--- config.mk ---
export PLATFORM = sky130hd
export DESIGN_NAME = density_panel_mode_controller
export DESIGN_NICKNAME = d
export VERILOG_FILES = /design/src/inc/panel_pkg.sv /design/src/density_panel_mode_controller.sv
export SDC_FILE = /design/constraint.sdc
export NUM_CORES = 1
export LEC_CHECK = 0
export BUFFER_PORTS_ARGS = -buffer_cell sky130_fd_sc_hd__buf_2
export CORE_MARGIN = 3
export CORE_UTILIZATION = 40
export CTS_CLUSTER_DIAMETER = 200
export DETAILED_ROUTE_END_ITERATION = 12
export SLEW_MARGIN = 20
export SYNTH_ARGS = -nofsm -noshare
export SYNTH_HDL_FRONTEND = slang
export SYNTH_SLANG_ARGS = --single-unit
--- constraint.sdc ---
create_clock -name core_clk -period 23.6 [get_ports core_clk]
set_clock_uncertainty 0.1 [all_clocks]
set_input_delay 1.18 -clock core_clk [delete_from_list [all_inputs] [get_ports core_clk]]
set_output_delay 1.18 -clock core_clk [all_outputs]
set_load 0.02 [all_outputs]
--- src/inc/panel_pkg.sv ---
package panel_pkg;
  localparam int CLK_HZ      = 200_000_000;
  localparam int TICK_US     = 1000;
  localparam int TICK_CYC    = CLK_HZ / 1_000_000 * TICK_US;
  localparam int DEB_MS      = 10;
  localparam int FLASH_MS    = 250;
  localparam int HOLD_MS     = 5000;
  localparam int IDLE_MS     = 30000;
  localparam int BOOT_MS     = 25000;
  localparam int GAUGE_N     = 11;
  localparam int PAT_ENTERS  = 8;
  localparam int SEP_ENTERS  = 3;
  localparam int LEAD_MIL    = 12;
  localparam int SIDE_MIL    = 17;
  localparam logic [3:0] VAL_MIN = 4'h0;
  localparam logic [3:0] VAL_MAX = 4'ha;
  localparam logic [3:0] DENS_DEF = 4'h5;
  localparam logic [3:0] REG_DEF  = 4'h5;
  localparam logic [3:0] PAT_MIN  = 4'h4;
  localparam logic [3:0] PAT_MAX  = 4'h9;
  localparam logic [3:0] PAT_DEF  = 4'h4;
  localparam logic [3:0] SEP_MIN  = 4'h4;
  localparam logic [3:0] SEP_MAX  = 4'h6;
  localparam logic [3:0] SEP_DEF  = 4'h4;
  localparam logic [7:0] OFF_CTRL = 8'h00;
  localparam logic [7:0] OFF_STAT = 8'h04;
  localparam logic [7:0] OFF_DENS = 8'h08;
  localparam logic [7:0] OFF_REGS = 8'h0c;
  localparam logic [7:0] OFF_OFFS = 8'h10;
  localparam int CTRL_READY = 0;
  localparam int CTRL_SAVE  = 1;
  localparam int CTRL_JOB   = 2;
  localparam int CTRL_RST   = 3;
  localparam int K_TEST  = 0;
  localparam int K_SEL   = 1;
  localparam int K_ENT   = 2;
  localparam int K_PLUS  = 3;
  localparam int K_MINUS = 4;

  typedef enum logic [4:0] {
    MD_BOOT = 5'b00001,
    MD_DENS = 5'b00010,
    MD_PAT  = 5'b00100,
    MD_SEP  = 5'b01000,
    MD_SVC  = 5'b10000
  } mode_type;

  typedef struct packed {
    logic        awvalid;
    logic [7:0]  awaddr;
    logic        wvalid;
    logic [31:0] wdata;
    logic [3:0]  wstrb;
    logic        bready;
    logic        arvalid;
    logic [7:0]  araddr;
    logic        rready;
  } axi_req_type;

  typedef struct packed {
    logic        awready;
    logic        wready;
    logic        bvalid;
    logic [1:0]  bresp;
    logic        arready;
    logic        rvalid;
    logic [31:0] rdata;
    logic [1:0]  rresp;
  } axi_rsp_type;

  typedef struct packed {
    logic [3:0]         tonerLed;
    logic [GAUGE_N-1:0] gaugeLed;
    logic               testPageReq;
    logic               startupChime;
    logic [3:0]         pattern;
    logic [3:0]         sepDesig;
  } panel_out_type;

  typedef struct packed {
    logic [4:0]       sy1;
    logic [4:0]       sy2;
    logic [4:0]       sy3;
    logic [4:0]       db;
    logic [4:0][3:0]  debCnt;
    logic [17:0]      tickCnt;
    logic [7:0]       flashCnt;
    logic             flash;
    mode_type         mode;
    logic             ready;
    logic             lock;
    logic [3:0][3:0]  dShow;
    logic [3:0][3:0]  dSet;
    logic [2:0][3:0]  rShow;
    logic [2:0][3:0]  rSet;
    logic [3:0]       patShow;
    logic [3:0]       sepShow;
    logic [1:0]       colour;
    logic             colValid;
    logic [1:0]       item;
    logic             itemValid;
    logic [3:0]       enterCnt;
    logic [15:0]      holdCnt;
    logic [15:0]      idleCnt;
    logic             idleArm;
    logic [15:0]      bootCnt;
    logic [7:0]       awAddr;
    logic             awHave;
    logic [31:0]      wData;
    logic [3:0]       wStrb;
    logic             wHave;
    axi_rsp_type      rsp;
    panel_out_type    o;
  } state_type;
endpackage

--- src/density_panel_mode_controller.sv ---
// Contract
// - Test key requests page unless energy locked
// - Enter commits shown gauge value
// - Select steps colour, its toner lit
// - Plus/minus step value, gauge shows change
// - Ready: centre LED dark if non-default
// - Density only in ready, kept over restart
// - Plus+minus five seconds restores mode defaults
// - Select+eight enters: pattern mode, all flash
// - Pattern positions 4..9, flash while changed
// - Pattern mode exits after idle 30 s once a value is entered
// - Pattern resets to vertical line on restart
// - Select+three enters: separation, Y/K flash
// - Separation positions 4..6, flash while changed
// - Separation returns to automatic on restart
// - Test held 25 s at power-on: service
// - Service: once an item is chosen, black flashes, item light steady
// - Lead step 12 mil, others 17 mil
// - Registration offsets kept over restart
module density_panel_mode_controller
  import panel_pkg::*;
#(
  parameter int TickCyc = TICK_CYC,
  parameter int HoldMs  = HOLD_MS,
  parameter int IdleMs  = IDLE_MS,
  parameter int BootMs  = BOOT_MS
) (
  input  wire logic          core_clk,
  input  wire logic          reset,
  input  wire logic [4:0]    keyRaw,
  input  wire axi_req_type   axiReq,
  output axi_rsp_type        axiRsp,
  output panel_out_type      panel
);

  // Counters are sized in the package; refuse what they cannot hold.
  if (TickCyc < 1 || TickCyc >= 2 ** 18 || HoldMs < 1 ||
      HoldMs >= 2 ** 16 || IdleMs < 1 || IdleMs >= 2 ** 16 ||
      BootMs < 1 || BootMs >= 2 ** 16) begin
    $error("Counter parameter out of range");
  end

  state_type s_r;
  state_type s_nxt;

  // One-hot gauge pattern for a position.
  function automatic logic [GAUGE_N-1:0] gaugeOf(input logic [3:0] v);
    gaugeOf = '0;
    if (v <= VAL_MAX) gaugeOf[v] = 1'b1;
  endfunction

  // Bounded step of a shown value.
  function automatic logic [3:0] stepVal(input logic [3:0] v,
      input logic up, input logic dn, input logic [3:0] lo,
      input logic [3:0] hi);
    stepVal = v;
    if (up && !dn && v < hi) stepVal = v + 4'h1;
    if (dn && !up && v > lo) stepVal = v - 4'h1;
  endfunction

  // Signed offset in thousandths of an inch for a stored step.
  function automatic logic [7:0] offMil(input logic [3:0] v,
      input logic [7:0] step);
    logic [7:0] d;
    d = 8'({4'h0, v}) - 8'({4'h0, REG_DEF});
    offMil = 8'(d * step);
  endfunction

  // Byte-lane merge for register writes.
  function automatic logic [31:0] merge(input logic [31:0] old,
      input logic [31:0] nw, input logic [3:0] strb);
    for (int i = 0; i < 4; i++) begin
      merge[i*8 +: 8] = strb[i] ? nw[i*8 +: 8] : old[i*8 +: 8];
    end
  endfunction

  assign axiRsp = s_r.rsp;
  assign panel  = s_r.o;

  // Whole next state; one pass covers keys, modes, display and bus.
  always_comb begin
    logic        tick;
    logic [4:0]  pr;
    logic [4:0]  rl;
    logic        up;
    logic        dn;
    logic        restart;
    logic        differ;
    logic [3:0]  shown;
    logic [31:0] wv;
    logic [31:0] rv;
    s_nxt   = s_r;
    tick    = 1'b0;
    up      = 1'b0;
    dn      = 1'b0;
    pr      = '0;
    rl      = '0;
    restart = 1'b0;
    differ  = 1'b0;
    shown   = '0;
    wv      = '0;
    rv      = '0;
    s_nxt.o.testPageReq  = 1'b0;
    s_nxt.o.startupChime = 1'b0;

    // Millisecond enable from the core clock.
    if (s_r.tickCnt == 18'(TickCyc - 1)) begin
      s_nxt.tickCnt = '0;
      tick = 1'b1;
    end else begin
      s_nxt.tickCnt = s_r.tickCnt + 18'h1;
    end

    // Flash phase shared by every blinking light.
    if (tick) begin
      if (s_r.flashCnt == 8'(FLASH_MS - 1)) begin
        s_nxt.flashCnt = '0;
        s_nxt.flash = !s_r.flash;
      end else begin
        s_nxt.flashCnt = s_r.flashCnt + 8'h1;
      end
    end

    // Key pins: three stages, then a level must hold DEB_MS ticks.
    s_nxt.sy1 = keyRaw;
    s_nxt.sy2 = s_r.sy1;
    s_nxt.sy3 = s_r.sy2;
    for (int k = 0; k < 5; k++) begin
      if (s_r.sy2[k] == s_r.sy3[k] && s_r.sy3[k] != s_r.db[k]) begin
        if (tick) begin
          if (s_r.debCnt[k] == 4'(DEB_MS - 1)) begin
            s_nxt.db[k] = s_r.sy3[k];
            s_nxt.debCnt[k] = '0;
            pr[k] = s_r.sy3[k];
            rl[k] = !s_r.sy3[k];
          end else begin
            s_nxt.debCnt[k] = s_r.debCnt[k] + 4'h1;
          end
        end
      end else begin
        s_nxt.debCnt[k] = '0;
      end
    end
    up     = pr[K_PLUS];
    dn     = pr[K_MINUS];

    // Register bus: address and data taken in either order.
    if (axiReq.awvalid && s_r.rsp.awready) begin
      s_nxt.awAddr = axiReq.awaddr;
      s_nxt.awHave = 1'b1;
    end
    if (axiReq.wvalid && s_r.rsp.wready) begin
      s_nxt.wData = axiReq.wdata;
      s_nxt.wStrb = axiReq.wstrb;
      s_nxt.wHave = 1'b1;
    end
    if (s_r.awHave && s_r.wHave && !s_r.rsp.bvalid) begin
      s_nxt.awHave = 1'b0;
      s_nxt.wHave = 1'b0;
      s_nxt.rsp.bvalid = 1'b1;
      s_nxt.rsp.bresp = 2'b00;
      unique case (s_r.awAddr)
        OFF_CTRL: begin
          wv = merge({31'h0, s_r.ready}, s_r.wData, s_r.wStrb);
          s_nxt.ready = wv[CTRL_READY];
          restart = wv[CTRL_RST];
          if (wv[CTRL_JOB] || restart) s_nxt.lock = 1'b0;
          if (wv[CTRL_SAVE]) s_nxt.lock = 1'b1;
        end
        OFF_DENS: begin
          wv = merge({16'h0, s_r.dSet}, s_r.wData, s_r.wStrb);
          s_nxt.dSet = wv[15:0];
          s_nxt.dShow = wv[15:0];
        end
        OFF_REGS: begin
          wv = merge({20'h0, s_r.rSet}, s_r.wData, s_r.wStrb);
          s_nxt.rSet = wv[11:0];
          s_nxt.rShow = wv[11:0];
        end
        OFF_STAT, OFF_OFFS: ;
        default: s_nxt.rsp.bresp = 2'b10;
      endcase
    end
    if (s_r.rsp.bvalid && axiReq.bready) s_nxt.rsp.bvalid = 1'b0;
    s_nxt.rsp.awready = !s_nxt.awHave && !s_nxt.rsp.bvalid;
    s_nxt.rsp.wready  = !s_nxt.wHave && !s_nxt.rsp.bvalid;

    // Reads answer one cycle after the address is taken.
    if (axiReq.arvalid && s_r.rsp.arready) begin
      s_nxt.rsp.rvalid = 1'b1;
      s_nxt.rsp.rresp = 2'b00;
      unique case (axiReq.araddr)
        OFF_CTRL: rv = {28'h0, 2'b00, s_r.lock, s_r.ready};
        OFF_STAT: rv = {10'h0, s_r.itemValid, s_r.item, s_r.colValid,
                        s_r.colour, s_r.o.sepDesig, s_r.o.pattern,
                        s_r.idleArm, 2'b00, s_r.mode};
        OFF_DENS: rv = {16'h0, s_r.dSet};
        OFF_REGS: rv = {20'h0, s_r.rSet};
        OFF_OFFS: rv = {8'h0,
                        offMil(s_r.rSet[2], 8'(SIDE_MIL)),
                        offMil(s_r.rSet[1], 8'(SIDE_MIL)),
                        offMil(s_r.rSet[0], 8'(LEAD_MIL))};
        default: s_nxt.rsp.rresp = 2'b10;
      endcase
      s_nxt.rsp.rdata = rv;
    end
    if (s_r.rsp.rvalid && axiReq.rready) s_nxt.rsp.rvalid = 1'b0;
    s_nxt.rsp.arready = !s_nxt.rsp.rvalid;

    // Plus and minus held together: count toward a default restore.
    if (s_r.db[K_PLUS] && s_r.db[K_MINUS] && s_r.mode != MD_BOOT) begin
      if (tick && s_r.holdCnt != 16'(HoldMs)) begin
        s_nxt.holdCnt = s_r.holdCnt + 16'h1;
      end
    end else begin
      s_nxt.holdCnt = '0;
    end

    // Mode machine.
    unique case (s_r.mode)
      MD_BOOT: begin
        // The test key is judged only once its debounce span has passed,
        // or a key held from power-on would read as released.
        if (tick) s_nxt.bootCnt = s_r.bootCnt + 16'h1;
        if (s_r.db[K_TEST]) begin
          if (s_r.bootCnt >= 16'(BootMs)) begin
            s_nxt.mode = MD_SVC;
          end
        end else if (s_r.bootCnt > 16'(DEB_MS + 1)) begin
          s_nxt.mode = MD_DENS;
          s_nxt.o.startupChime = 1'b1;
        end
      end
      MD_DENS: begin
        if (pr[K_TEST] && !s_r.lock) begin
          s_nxt.o.testPageReq = 1'b1;
        end
        if (s_r.ready) begin
          if (pr[K_SEL]) begin
            s_nxt.colour = s_r.colValid ? s_r.colour + 2'h1 : 2'h0;
            s_nxt.colValid = 1'b1;
            s_nxt.enterCnt = '0;
          end
          if (pr[K_ENT] && s_r.db[K_SEL]) begin
            s_nxt.enterCnt = s_r.enterCnt + 4'h1;
          end else if (pr[K_ENT]) begin
            s_nxt.dSet = s_r.dShow;
          end
          if (rl[K_SEL]) begin
            // The count is judged at release, so three is not
            // mistaken for the first three of eight.
            s_nxt.enterCnt = '0;
            if (s_r.enterCnt == 4'(PAT_ENTERS)) begin
              s_nxt.mode = MD_PAT;
              s_nxt.idleArm = 1'b0;
            end else if (s_r.enterCnt == 4'(SEP_ENTERS)) begin
              s_nxt.mode = MD_SEP;
              s_nxt.idleArm = 1'b0;
            end
          end
          if (s_r.colValid) begin
            s_nxt.dShow[s_r.colour] = stepVal(s_r.dShow[s_r.colour],
                up, dn, VAL_MIN, VAL_MAX);
          end
          if (s_r.holdCnt == 16'(HoldMs - 1) && tick) begin
            s_nxt.dShow = {4{DENS_DEF}};
            s_nxt.dSet  = {4{DENS_DEF}};
          end
        end
      end
      MD_PAT, MD_SEP: begin
        if (s_r.mode == MD_PAT) begin
          s_nxt.patShow = stepVal(s_r.patShow, up, dn,
              PAT_MIN, PAT_MAX);
          if (pr[K_ENT]) s_nxt.o.pattern = s_r.patShow;
        end else begin
          s_nxt.sepShow = stepVal(s_r.sepShow, up, dn,
              SEP_MIN, SEP_MAX);
          if (pr[K_ENT]) s_nxt.o.sepDesig = s_r.sepShow;
        end
        if (s_r.holdCnt == 16'(HoldMs - 1) && tick) begin
          if (s_r.mode == MD_PAT) begin
            s_nxt.patShow = PAT_DEF;
            s_nxt.o.pattern = PAT_DEF;
          end else begin
            s_nxt.sepShow = SEP_DEF;
            s_nxt.o.sepDesig = SEP_DEF;
          end
        end
        // Idle exit runs only once a value has been entered.
        if (pr[K_ENT]) s_nxt.idleArm = 1'b1;
        if (|pr) begin
          s_nxt.idleCnt = '0;
        end else if (s_r.idleArm && tick) begin
          s_nxt.idleCnt = s_r.idleCnt + 16'h1;
        end
        if (s_r.idleArm && s_r.idleCnt == 16'(IdleMs)) begin
          s_nxt.mode = MD_DENS;
          s_nxt.idleArm = 1'b0;
          s_nxt.idleCnt = '0;
        end
      end
      MD_SVC: begin
        if (pr[K_SEL]) begin
          s_nxt.item = (s_r.itemValid && s_r.item != 2'h2) ?
                       s_r.item + 2'h1 : 2'h0;
          s_nxt.itemValid = 1'b1;
        end
        if (s_r.itemValid) begin
          s_nxt.rShow[s_r.item] = stepVal(s_r.rShow[s_r.item],
              up, dn, VAL_MIN, VAL_MAX);
          if (pr[K_ENT]) s_nxt.rSet = s_r.rShow;
        end
        if (s_r.holdCnt == 16'(HoldMs - 1) && tick) begin
          s_nxt.rShow = {3{REG_DEF}};
          s_nxt.rSet  = {3{REG_DEF}};
        end
      end
      default: s_nxt.mode = MD_DENS;
    endcase

    // Soft restart drops only the volatile selections.
    if (restart) begin
      s_nxt.o.pattern = PAT_DEF;
      s_nxt.patShow = PAT_DEF;
      s_nxt.o.sepDesig = SEP_DEF;
      s_nxt.sepShow = SEP_DEF;
      s_nxt.dShow = s_nxt.dSet;
      s_nxt.rShow = s_nxt.rSet;
      s_nxt.colValid = 1'b0;
      s_nxt.enterCnt = '0;
      s_nxt.idleArm = 1'b0;
      if (s_r.mode == MD_PAT || s_r.mode == MD_SEP) begin
        s_nxt.mode = MD_DENS;
      end
    end

    // Lights follow the registered state of this cycle.
    s_nxt.o.tonerLed = '0;
    s_nxt.o.gaugeLed = '0;
    unique case (s_r.mode)
      MD_DENS: begin
        if (s_r.colValid) begin
          s_nxt.o.tonerLed = 4'(1) << s_r.colour;
          shown = s_r.dShow[s_r.colour];
          if (shown != s_r.dSet[s_r.colour]) begin
            s_nxt.o.gaugeLed = gaugeOf(shown);
          end
        end else if (s_r.ready && s_r.dSet == {4{DENS_DEF}}) begin
          s_nxt.o.gaugeLed = gaugeOf(DENS_DEF);
        end
      end
      MD_PAT, MD_SEP: begin
        if (s_r.mode == MD_PAT) begin
          s_nxt.o.tonerLed = {4{s_r.flash}};
          shown = s_r.patShow;
          differ = shown != s_r.o.pattern;
        end else begin
          s_nxt.o.tonerLed = {s_r.flash, 2'b00, s_r.flash};
          shown = s_r.sepShow;
          differ = shown != s_r.o.sepDesig;
        end
        if (!differ || s_r.flash) begin
          s_nxt.o.gaugeLed = gaugeOf(shown);
        end
      end
      MD_SVC: begin
        if (s_r.itemValid) begin
          s_nxt.o.tonerLed = {s_r.flash, 3'(1) << s_r.item};
          shown = s_r.rShow[s_r.item];
          if (shown != s_r.rSet[s_r.item]) begin
            s_nxt.o.gaugeLed = gaugeOf(shown);
          end
        end
      end
      MD_BOOT: ;
      default: ;
    endcase
  end

  // Power-on reset puts every field at its default.
  always_ff @(posedge core_clk or posedge reset) begin
    if (reset) begin
      s_r <= '{mode: MD_BOOT, dShow: {4{DENS_DEF}},
               dSet: {4{DENS_DEF}}, rShow: {3{REG_DEF}},
               rSet: {3{REG_DEF}}, patShow: PAT_DEF,
               sepShow: SEP_DEF,
               rsp: '{awready: 1'b1, wready: 1'b1, arready: 1'b1,
                      default: '0},
               o: '{pattern: PAT_DEF, sepDesig: SEP_DEF,
                    default: '0},
               default: '0};
    end else begin
      s_r <= s_nxt;
    end
  end

endmodule

## Yosys cells after proc, flatten, opt, wreduce, memory -nomap -nowiden

Cells that the tools add are included.

- Bits in registers: 291
- Latch bits: 0
- RAM bits: 0
- ROM bits: 0
- Input bits: 64
- Output and inout port bits: 66
- Logic and storage cells: 425
- Memories kept: 0

- Add/sub/neg operators: 24
- Multiply operators: 3
- Divide/modulo/power cells: 0
- $lt $le $gt $ge: 23
- Eq/ne operators: 52
- Shifts and indexed selects: 2
- Muxes and demuxes: 176
- Bitwise operators: 0
- Reductions and logical operators: 82

Operator list:

| cell | count |
|---|---|
| $mux W4 | 55 |
| $mux W16 | 8 |
| $mux W32 | 4 |
| $pmux W24 S5 | 1 |
| $mux W24 | 4 |
| $mux W8 | 10 |
| $mux W11 | 7 |
| $mux W56 | 1 |
| $mux W5 | 10 |
| $mux W1 | 49 |
| $add A16 B1 Y16 const B | 3 |
| $pmux W15 S3 | 1 |
| $add A4 B1 Y4 const B | 10 |
| $logic_and A1 B1 Y1 | 39 |
| $mux W35 | 1 |
| $bmux W4 S2 | 4 |
| $eq A16 B15 Y1 const B | 2 |
| $eq A8 B4 Y1 const B | 4 |
| $reduce_and A3 Y1 | 10 |
| $eq A4 B4 Y1 const B | 6 |
| $mux W12 | 2 |
| $pmux W5 S4 | 1 |
| $add A18 B1 Y18 const B | 1 |
| $eq A18 B18 Y1 const B | 1 |
| 59 further kinds | 128 |

## Logic depth before layout (Yosys ltp)

Gate-level depths: netlist of the first run.

- Depth after elaboration: 18
- Mapped depth: 13
- Mapped depth without buffers: 13

## Least setup slack after synthesis of the first run

No wires, ideal clock.

- Path kind: input to register
- From: input port axiReq[1] (netlist bit)
- To: register s_r (netlist bit axiRsp[14])
- Setup time: 0.083 ns
- Arrival: 2.953 ns
- Required time: 23.417 ns
- Slack: 20.464 ns
- Stages on the path: 7
- Buffers on the path: 1
- Cells stage by stage: or4_1 > nor3_1 > nand2_1 > nor2_1 > clkbuf_1 > a222oi_1 > o21ai_0

- Cells in the longest elaborated chain, start to end: 2
- Elaborated cells on any way between the ends: 6
- Those cells by class: 4 x eq/ne; 1 x mux; 1 x reduce/logical

RTL lines:

| element | RTL line | source |
|---|---|---|
| start: declaration | density_panel_mode_controller.sv:31 | `input wire axi_req_type axiReq,` |
| $eq A8 B5 Y1 (tied with other cells) | density_panel_mode_controller.sv:192 | `unique case (axiReq.araddr)` |
| $pmux W24 S5 * | density_panel_mode_controller.sv:192 |  |
| end signal: assignment | density_panel_mode_controller.sv:384 | `s_r <= '{mode: MD_BOOT, dShow: {4{DENS_DEF}},` |
| end signal: assignment | density_panel_mode_controller.sv:394 | `s_r <= s_nxt;` |
| end: declaration | density_panel_mode_controller.sv:43 | `state_type s_r;` |

Mark *: on every way between the ends. The rest lies on a longest branch, timed or not.
A chain may end at the register's enable or synchronous reset.

==> results_tabular.tex, run 1 <==
\begin{tabular}{lr}
\hline
Metric & Value \\
\hline
\multicolumn{2}{l}{\textbf{Outcome}} \\
\quad Run status & finished clean \\
\multicolumn{2}{l}{\textbf{Critical path}} \\
\quad Largest fanout on the critical path & 13 \\
\quad Critical path capture point type & register \\
\quad Crit start category & register \\
\quad Worst Path Required & 23.93 ns \\
\quad Data arrival time of the critical path & 4.04 ns \\
\quad CP max-delay cell & sky130\_fd\_sc\_hd\_\_a311oi\_1 \\
\quad Largest delay contributor family on the critical path & compound AO/OA/AOI/OAI gates \\
\quad Worst reg2reg path depth & 7 \\
\quad Buf/Inv on CP & 1 \\
\quad Worst setup slack for register-to-register paths & 19.89 ns \\
\quad Source of the worst register-to-register timing path & s\_r[169] \\
\quad Category of the critical setup timing path & reg -> reg \\
\quad CP cell instances & mux4\_2, inv\_1, ha\_1, nor2\_1, a311oi\_1, o21ai\_0, a22o\_1 \\
\quad Endpoint of the worst register-to-register path & s\_r[226] \\
\quad Crit-path max cell delay & 0.86 ns \\
\multicolumn{2}{l}{\textbf{Detailed routing}} \\
\quad Routed len/inst & 19.7 µm \\
\quad Remaining number of nets flagged by the antenna check after routing & 0 \\
\quad Iteration-0 DRC Markers & 1164 \\
\quad DR pass1 iterations & 5 \\
\quad Routed via count & approximately 14000 \\
\quad Post-route DRC & 0 \\
\quad Ratio of routed vias to standard cells & about 5.7 \\
\quad Routed WL & 46900 µm \\
\multicolumn{2}{l}{\textbf{Global routing}} \\
\quad Met1 GRT Util & 28.8\% \\
\quad Pin count of the biggest net entering global routing & 82 \\
\quad Layer with the highest usage & met2 \\
\quad Met2 layer usage reported by global route & approximately a third \\
\quad Grt met3 use & 3.32\% \\
\quad Combined global-route utilization of all metal layers & 20.7\% \\
\quad Antenna violations before repair & 0 \\
\quad Total congestion overflow after global routing & 0 \\
\quad Vias in the first global route & around 13000 \\
\quad First-pass GRT wire length & about 73000 µm \\
\multicolumn{2}{l}{\textbf{Power and ir drop}} \\
\quad Power density cells & 80.3 nW/µm² \\
\quad Worst-case vdd ir drop & 0.0000423 V \\
\quad Leakage & between 8 and 9 nW \\
\multicolumn{2}{l}{\textbf{Yosys}} \\
\quad Most common flop cell mapped by yosys & sky130\_fd\_sc\_hd\_\_dfrtp\_1 \\
\quad Fraction of post-synthesis cell area in the top cell type by area & 36.3\% \\
\quad Syn. warnings & 0 \\
\quad Area of the mapped netlist & 16900 µm² \\
\quad Async S/R FF share, synth & 100\% \\
\quad EDFF count, synth & 0 \\
\quad Main combinational cell family by area after synthesis & simple AND/OR/NAND/NOR gates \\
\quad Mux contribution to synthesized area & 7.79\% \\
\quad Top cell type by total area after synthesis & sky130\_fd\_sc\_hd\_\_dfrtp\_1 \\
\quad Cell count after synthesis & 1817 \\
\quad Register bit total from synthesis & 281 \\
\quad Sequential fraction of the synthesis area & 41.9\% \\
\quad Biggest area contributors in the synthesized netlist & sky130\_fd\_sc\_hd\_\_dfrtp\_1, sky130\_fd\_sc\_hd\_\_dfstp\_2, sky130\_fd\_sc\_hd\_\_ha\_1 \\
\quad Synthesized-area fraction occupied by xor and xnor cells & roughly 5\% \\
\quad Avg Inst Size Synth & 9.29 µm² \\
\quad Distinct cell type count after synthesis & 86 \\
\quad Adder-Cell Fraction of Synth Area & 4.57\% \\
\quad Fraction of the mapped netlist area in compound gates & 13.8\% \\
\quad Synthesized-area fraction occupied by and/or/nand/nor cells & 20.3\% \\
\multicolumn{2}{l}{\textbf{Clock network}} \\
\quad Quantity of gates resized following cts & 0 \\
\quad Maximum level of the CTS H-tree & 2 \\
\quad TritonCTS clock tree & built \\
\quad Worst-path clk slew & 0.06 ns \\
\quad Sinks on the clock net & about 280 \\
\quad Clock latency reported for the late side of the worst-skew pair & 0.55 ns \\
\quad CTS max path bufs & 3 \\
\quad CTS buffer count & 35 \\
\quad Hold buffer count at CTS & 0 \\
\quad Post-CTS setup buffer count & 0 \\
\quad Clock tree root buffer cell & sky130\_fd\_sc\_hd\_\_clkbuf\_16 \\
\multicolumn{2}{l}{\textbf{Placed design}} \\
\quad HPWL reported at the end of detailed placement & between 30000 and 40000 µm \\
\quad Placed cell count & 2322 \\
\quad Routability cong. & 0.935 \\
\quad DP Area & 17400 µm² \\
\quad Worst-case setup slack after placement & 19.78 ns \\
\quad Number of buffer cells added on primary ports & 101 \\
\multicolumn{2}{l}{\textbf{STA}} \\
\quad Final Hold Vio Count & 0 \\
\quad Final setup viols & 0 \\
\quad Slew Limit Headroom & 27.6\% \\
\quad Final slew viol count & 0 \\
\quad Crit path time final & 3.71 ns \\
\quad Final clock period utilization by the worst path & about 16\% \\
\quad Setup repair after global routing missed its margin & no \\
\quad Worst path setup slack after routing & 19.89 ns \\
\quad Actual transition at the worst max-transition pin & between 1 and 1.5 ns \\
\quad Post-route setup TNS & 0 ns \\
\quad Max Freq & 270 MHz \\
\multicolumn{2}{l}{\textbf{Run}} \\
\quad Max-capacitance violation count & 0 \\
\multicolumn{2}{l}{\textbf{Layout}} \\
\quad Total non-filler cell area in the finished layout & 18600 µm² \\
\quad FF/Latch Area & 7080 µm² \\
\quad Filler Cell Count & 3928 \\
\quad Nets & slightly below 2000 \\
\quad Diode insertion count for antenna repair & 0 \\
\quad Post-Route Utilization & 45.1\% \\
\quad Number of non-filler instances in the completed layout & 2386 \\
\quad Area of the multi-input gates & 8710 µm² \\
\quad Synth-to-layout area growth & 10.4\% \\
\quad Share of cells above drive strength 1 & between 10\% and 20\% \\
\multicolumn{2}{l}{\textbf{Hold path}} \\
\quad Min-Delay Path Depth & 0 \\
\quad Worst hold path startpoint & s\_nxt[302] \\
\quad HP Class & reg -> reg \\
\quad Hold endpoint & s\_nxt[297] \\
\multicolumn{2}{l}{\textbf{Floorplan}} \\
\quad Starting Density & 40.9\% \\
\quad Height of the die & 211 µm \\
\quad Die Footprint & between 40000 and 50000 µm² \\
\quad Die width & between 200 and 250 µm \\
\quad Area of the core region & 41300 µm² \\
\quad Number of primary I/O pins & 130 \\
\quad Placement row count & 74 \\
\hline
\end{tabular}
-- cells by family after synthesis --
family          after synthesis
simple gates                679
flops                       281
compound gates              356
other cells                   1
buf+inv                     228
fa+ha+maj                    61
mux                         116
xor+xnor                     95
-- cell usage after synthesis, drive strengths merged, types with 13 or more instances --
cell and number:
dfrtp 245, nand2 189, nor2 179, o21ai 108, buf 89, a21oi 84, inv 72, nand3 70
clkbuf 67, mux2i 65, ha 60, xnor2 57, nor3 47, mux2 43, xor2 38, dfstp 36
and3 27, nand4 26, nor4 26, or3 24, o211ai 23, a22oi 20, a211oi 13
-- power breakdown --
group	leakage, nW	total, W	switching, W	internal (W)
combinational	3.80	0.000290	0.000164	0.000126
sequential	3.66	0.000617	0.0000788	0.000539
clock	0.621	0.000588	0.000218	0.000370
total	8.09	0.00150	0.000461	0.00103
-- worst max path at each step --
stage               from          to  slack, ns  depth (start not counted)
3_5_place_dp   axiReq[1]  axiRsp[12]      19.78                          8
2_1_floorplan      reset  axiRsp[10]      14.63                          1
4_1_cts         s_r[169]    s_r[226]      19.92                          7
6_report        s_r[169]    s_r[226]      19.89                          7
5_1_grt         s_r[169]    s_r[226]      19.79                          7
3_3_place_gp   axiReq[1]  axiRsp[12]      19.81                          8
-- final cells by class --
class / count / area share, %
clock buffer: 47 / 5.26
timing repair buffer: 120 / 3.48
multi-input combinational: 1317 / 46.8
sequential: 281 / 38.0
clock inverter: 17 / 1.46
inverter: 72 / 1.49
tap: 532 / 3.57
-- per-stage QoR --
stage	hold slack, ns	power (W)
global route	0.254	0.00156
CTS	0.252	0.00151
detailed placement	0.239	0.000910
finish	0.249	0.00150
global placement	0.238	0.000902
floorplan	0.231	0.000821
-- state kept, by name, indices dropped and copies added, names as in the netlist --
name and count:
panel 25, axiRsp 31, s_r 215, s_nxt 10
-- cell usage in the layout, fill, tap and decap left out, types with 8 or more instances in the layout --
| master | Yosys | layout |
|---|---|---|
| sky130_fd_sc_hd__xor2_1 | 38 | 38 |
| sky130_fd_sc_hd__a21oi_1 | 84 | 84 |
| sky130_fd_sc_hd__xnor2_1 | 57 | 57 |
| sky130_fd_sc_hd__buf_2 | 18 | 101 |
| sky130_fd_sc_hd__and3_1 | 27 | 27 |
| sky130_fd_sc_hd__or4_1 | 9 | 9 |
| sky130_fd_sc_hd__a22oi_1 | 20 | 20 |
| sky130_fd_sc_hd__a2bb2oi_1 | 8 | 8 |
| sky130_fd_sc_hd__nor3_1 | 45 | 45 |
| sky130_fd_sc_hd__nor2_1 | 178 | 177 |
| sky130_fd_sc_hd__nand2_1 | 189 | 189 |
| sky130_fd_sc_hd__conb_1 | 1 | 10 |
| sky130_fd_sc_hd__buf_4 | 66 | 19 |
| sky130_fd_sc_hd__inv_1 | 72 | 71 |
| sky130_fd_sc_hd__nand4_1 | 26 | 26 |
| sky130_fd_sc_hd__nor2b_1 | 8 | 8 |
| sky130_fd_sc_hd__nor3b_1 | 8 | 8 |
| sky130_fd_sc_hd__a31oi_1 | 11 | 11 |
| sky130_fd_sc_hd__mux2_2 | 43 | 43 |
| sky130_fd_sc_hd__dfrtp_1 | 245 | 245 |
| sky130_fd_sc_hd__nand3_1 | 70 | 70 |
| sky130_fd_sc_hd__nand3b_1 | 12 | 12 |
| sky130_fd_sc_hd__o2bb2ai_1 | 9 | 9 |
| sky130_fd_sc_hd__and4_1 | 8 | 8 |
| sky130_fd_sc_hd__ha_1 | 60 | 60 |
| sky130_fd_sc_hd__mux2i_1 | 65 | 65 |
| sky130_fd_sc_hd__nor4_1 | 19 | 17 |
| sky130_fd_sc_hd__clkbuf_16 | 0 | 35 |
| sky130_fd_sc_hd__dfstp_2 | 36 | 36 |
| sky130_fd_sc_hd__o211ai_1 | 22 | 22 |
| sky130_fd_sc_hd__o21ai_0 | 107 | 107 |
| sky130_fd_sc_hd__a221oi_1 | 9 | 9 |
| sky130_fd_sc_hd__mux4_2 | 8 | 8 |
| sky130_fd_sc_hd__or3_1 | 24 | 24 |
| sky130_fd_sc_hd__a211oi_1 | 11 | 11 |
-- layer usage --
| layer | up-vias | wire length (µm) |
|---|---|---|
| li1 | 6438 | - |
| met1 | 6711 | 21400 |
| met2 | 415 | 21100 |
| met3 | 95 | 2770 |
| met4 | 0 | 1590 |
| met5 | - | 0 |
-- worst reg2reg max path: stages, from the launching register on --
cell and delay [ns]:
sky130_fd_sc_hd__dfrtp_1 0.84, sky130_fd_sc_hd__mux4_2 0.73, sky130_fd_sc_hd__inv_1 0.21, sky130_fd_sc_hd__ha_1 0.29, sky130_fd_sc_hd__nor2_1 0.08, sky130_fd_sc_hd__a311oi_1 0.86, sky130_fd_sc_hd__o21ai_0 0.24, sky130_fd_sc_hd__a22o_1 0.25
No activity file was read; power rests on OpenSTA's default activity.
==> inputs of run 2 (changes only) <==
--- a/config.mk
+++ b/config.mk
@@ -5,6 +5,7 @@
 export SDC_FILE = /design/constraint.sdc
 export NUM_CORES = 1
 export LEC_CHECK = 0
+export ABC_AREA = 1
 export BUFFER_PORTS_ARGS = -buffer_cell sky130_fd_sc_hd__buf_2
 export CORE_MARGIN = 3
 export CORE_UTILIZATION = 40
==> constraint.sdc (replaced) <==
create_clock -name core_clk -period 3.4 [get_ports core_clk]
set_clock_uncertainty 0.1 [all_clocks]
set_input_delay 0.17 -clock core_clk [delete_from_list [all_inputs] [get_ports core_clk]]
set_output_delay 0.17 -clock core_clk [all_outputs]
set_load 0.02 [all_outputs]
==> run 2 against run 1 <==
- count of clock-buffer cells in the layout unchanged
- global-route usage increased by 2.6 points
- largest cell class unchanged
- core utilization rose by 1.6 points
- area after synthesis is 7.3% higher
==> results_tabular.tex, run 2 <==
\begin{tabular}{lr}
\hline
Metric & Value \\
\hline
\multicolumn{2}{l}{\textbf{Critical path}} \\
\quad Data arrival time of the critical path & 3.43 ns (-0.61 ns) \\
\quad Critical path capture point type & register \\
\quad Crit-path max cell delay & 0.53 ns (-0.33 ns) \\
\quad Crit start category & register \\
\quad CP max-delay cell & sky130\_fd\_sc\_hd\_\_dfstp\_2 \\
\quad Cell repeated most along the worst path & sky130\_fd\_sc\_hd\_\_ha\_1 \\
\quad Category of the critical setup timing path & reg -> reg \\
\quad Buf/Inv on CP & 3 (+2) \\
\quad Worst Path Required & 3.74 ns (-20.19 ns) \\
\quad Largest fanout on the critical path & 3 (-10) \\
\quad Largest delay contributor family on the critical path & adder cells \\
\quad CP cell instances & inv\_1, ha\_1, o21ai\_1, inv\_1, ha\_1, ha\_1, ha\_1, xor2\_1, xnor2\_1, inv\_1, or2\_2, nand3\_1, o221ai\_1, nand2\_1, nand2\_1 \\
\multicolumn{2}{l}{\textbf{Detailed routing}} \\
\quad Post-route DRC & 0 (unchanged) \\
\quad Iteration-0 DRC Markers & 1468 (+26\%) \\
\quad DR pass1 iterations & 5 (unchanged) \\
\quad Top layer used by detailed routing & met4 \\
\quad Detailed route wirelength on metal2 & 23900 µm (+13\%) \\
\quad Routed len/inst & 17.4 µm (-12\%) \\
\quad Remaining number of nets flagged by the antenna check after routing & 0 (unchanged) \\
\quad Metal-1 WL & 25300 µm (+18\%) \\
\quad Met3 wire len & 4740 µm (+71\%) \\
\quad Routed WL & 55800 µm (+19\%) \\
\quad Ratio of routed vias to standard cells & 5.25 (-8.2\%) \\
\quad Routed via count & 16900 (+24\%) \\
\multicolumn{2}{l}{\textbf{STA}} \\
\quad Max Freq & 324 MHz (+20\%) \\
\quad Final slew viol count & 0 (unchanged) \\
\quad Slew Limit Headroom & 45.4\% (+18 points) \\
\quad Worst path setup slack after routing & 0.309 ns (-19.58 ns) \\
\quad Final setup viols & 0 (unchanged) \\
\quad Final Hold Vio Count & 0 (unchanged) \\
\quad Final clock period utilization by the worst path & 90.9\% (+75 points) \\
\quad Setup repair after global routing missed its margin & no \\
\quad Actual transition at the worst max-transition pin & 0.813 ns (-0.269 ns) \\
\quad Crit path time final & 3.09 ns (-0.619 ns) \\
\multicolumn{2}{l}{\textbf{Placed design}} \\
\quad Number of buffer cells added on primary ports & 101 (unchanged) \\
\quad DP Area & 19000 µm² (+9.3\%) \\
\quad HPWL reported at the end of detailed placement & 42200 µm (+26\%) \\
\quad Worst-case setup slack after placement & 0.219 ns (-19.56 ns) \\
\quad Routability cong. & 0.934 (about the same) \\
\quad Placed cell count & 3093 (+33\%) \\
\multicolumn{2}{l}{\textbf{Yosys}} \\
\quad Avg Inst Size Synth & 7.32 µm² (-21\%) \\
\quad Sequential fraction of the synthesis area & 39.1\% (-2.8 points) \\
\quad EDFF count, synth & 0 (unchanged) \\
\quad Fraction of post-synthesis cell area in the top cell type by area & 33.9\% (-2.5 points) \\
\quad Biggest area contributors in the synthesized netlist & sky130\_fd\_sc\_hd\_\_dfrtp\_1, sky130\_fd\_sc\_hd\_\_nand2\_1, sky130\_fd\_sc\_hd\_\_inv\_1 \\
\quad Area of the mapped netlist & 18100 µm² (+7.3\%) \\
\quad Most frequently used cell type in the post-synthesis netlist & sky130\_fd\_sc\_hd\_\_nand2\_1 \\
\quad Syn. warnings & 0 (unchanged) \\
\quad Register bit total from synthesis & 281 (unchanged) \\
\quad Top cell type by total area after synthesis & sky130\_fd\_sc\_hd\_\_dfrtp\_1 \\
\quad Most instantiated cells after synthesis & sky130\_fd\_sc\_hd\_\_nand2\_1, sky130\_fd\_sc\_hd\_\_inv\_1, sky130\_fd\_sc\_hd\_\_dfrtp\_1 \\
\quad Async S/R FF share, synth & 100\% (unchanged) \\
\quad Cell count after synthesis & 2473 (+36\%) \\
\quad Distinct cell type count after synthesis & 60 (-30\%) \\
\quad Most common flop cell mapped by yosys & sky130\_fd\_sc\_hd\_\_dfrtp\_1 \\
\multicolumn{2}{l}{\textbf{Layout}} \\
\quad Filler Cell Count & 4444 (+13\%) \\
\quad Number of non-filler instances in the completed layout & 3212 (+35\%) \\
\quad Most used cells in the layout excluding fill and tap cells & sky130\_fd\_sc\_hd\_\_nand2\_1, sky130\_fd\_sc\_hd\_\_inv\_1, sky130\_fd\_sc\_hd\_\_dfrtp\_1, sky130\_fd\_sc\_hd\_\_nor2\_1, sky130\_fd\_sc\_hd\_\_nand3\_1 \\
\quad Largest register by flop count & s\_r \\
\quad Total non-filler cell area in the finished layout & 20700 µm² (+11\%) \\
\quad Nets & 2719 (+39\%) \\
\quad Flip-flop count of the largest register after layout & 215 (unchanged) \\
\quad Diode insertion count for antenna repair & 0 (unchanged) \\
\quad Most common cell after layout, fill and taps aside & sky130\_fd\_sc\_hd\_\_nand2\_1 \\
\quad Share of cells above drive strength 1 & 11.9\% (-4.2 points) \\
\quad Synth-to-layout area growth & 14.6\% \\
\multicolumn{2}{l}{\textbf{Floorplan}} \\
\quad Area of the core region & 44400 µm² (+7.6\%) \\
\quad Height of the die & 219 µm (+3.5\%) \\
\quad Placement row count & 77 (+4.1\%) \\
\quad Die Footprint & 47800 µm² (+7.1\%) \\
\quad Die width & 219 µm (+3.5\%) \\
\quad Starting Density & 40.7\% (-0.11 points) \\
\quad Number of primary I/O pins & 130 (unchanged) \\
\multicolumn{2}{l}{\textbf{Power and ir drop}} \\
\quad Worst-case vdd ir drop & 0.000483 V (+1000\%) \\
\quad Power after layout & 0.0112 W (+650\%) \\
\quad Leakage & 10.1 nW (+25\%) \\
\quad Power density cells & 542 nW/µm² (+580\%) \\
\multicolumn{2}{l}{\textbf{Global routing}} \\
\quad Total congestion overflow after global routing & 0 (unchanged) \\
\quad Vias in the first global route & 16100 (+24\%) \\
\quad Combined global-route utilization of all metal layers & 23.3\% (+2.6 points) \\
\quad Antenna violations before repair & 3 (+3) \\
\quad Pin count of the biggest net entering global routing & 80 (-2.4\%) \\
\quad First-pass GRT wire length & 87700 µm (+20\%) \\
\multicolumn{2}{l}{\textbf{Clock network}} \\
\quad Sinks on the clock net & 281 (unchanged) \\
\quad Maximum level of the CTS H-tree & 2 (unchanged) \\
\quad CTS max path bufs & 3 (unchanged) \\
\quad TritonCTS clock tree & built \\
\quad Clock tree root buffer cell & sky130\_fd\_sc\_hd\_\_clkbuf\_16 \\
\quad Clock latency reported for the late side of the worst-skew pair & 0.55 ns (about the same) \\
\quad Worst-path clk slew & 0.06 ns (about the same) \\
\quad CTS buffer count & 36 (+2.9\%) \\
\multicolumn{2}{l}{\textbf{Outcome}} \\
\quad Run status & finished clean \\
\multicolumn{2}{l}{\textbf{Run}} \\
\quad Max-capacitance violation count & 0 (unchanged) \\
\multicolumn{2}{l}{\textbf{Hold path}} \\
\quad HP Class & in -> reg \\
\hline
\end{tabular}
[run 2: changes by cell type in the layout (fill, tap and decap cells not counted), sizes merged, moves of 55 or more]
cell,delta
o21ai,+89
nand3,+112
inv,+268
nand2,+470
mux2i,-65
dlygate4sd3,+55
[run 2: final timing paths]
kind | startpoint | end | slack (ns) | cells after the start
worst min-delay path | axiReq[9] | axiRsp[25] | 0.03 | 5
worst min register to register | s_nxt[302] | s_nxt[297] | 0.25 | 0
worst max register to register | s_r[183] | axiRsp[17] | 0.31 | 15
min in group asynchronous | reset | s_r[139] | 0.22 | 3
max in group asynchronous | reset | axiRsp[35] | 2.09 | 4
worst max-delay path | s_r[183] | axiRsp[17] | 0.31 | 15
[run 2: cells by family (layout without fill, tap and decap cells)]
kind of cell             Yosys count  in the layout  synth area share (%)
XOR/XNOR                          76             76                  3.68
buffers and inverters            470            608                  11.4
multiplexers                       1              1                0.0622
other                              1             10                0.0207
flip-flops                       281            281                  39.1
adder cells (fa/ha/maj)           61             61                  4.26
AND/OR/NAND/NOR                 1188           1188                  29.0
AO/OA/AOI/OAI                    395            395                  12.5
[run 2: tightest hold or removal path: cells and delay by family]
kind / cells / cell delay (ns)
buf+inv: 2 / 0.29
simple gates: 3 / 0.18
[run 2: repair_timing]
action | CTS | global route
hold buffers | 55 | 0
hold endpoints to repair | 61 | 0
buffers inserted | 0 | 0
resized for setup | 0 | 1
setup endpoints to repair | 0 | 1
[run 2: report_power, final]
group / leakage [nW] / switching (W) / internal, W
combinational: 5.84 / 0.00200 / 0.00113
clock: 0.578 / 0.00156 / 0.00234
sequential: 3.69 / 0.000360 / 0.00384
[run 2: per-stage QoR]
stage | hold WS [ns] | setup TNS, ns | utilization [%]
final | 0.0332 | 0 | 46.7
after global routing | 0.0601 | 0 | 46.7
after CTS | 0.00862 | 0 | 46.7
after detailed placement | 0.179 | 0 | 42.8
after global placement | 0.178 | 0 | 42.8
after floorplan | 0.101 | -137.67 | -
[run 2: final cells by class]
class                      instances  area (µm²)  share of cell area (%)
multi-input combinational       1731        8990                    43.4
sequential                       281        7080                    34.1
timing repair buffer             200        1440                    6.93
inverter                         344        1300                    6.25
clock buffer                      47        1010                    4.89
tap                              592         741                    3.57
clock inverter                    17         184                   0.887
[run 2: per-layer routing]
metal	global-route usage [%]	vias to the layer above
li1	-	8231
met1	34.0	7899
met2	34.7	644
met3	3.60	105
met4	8.53	0
met5	0	-
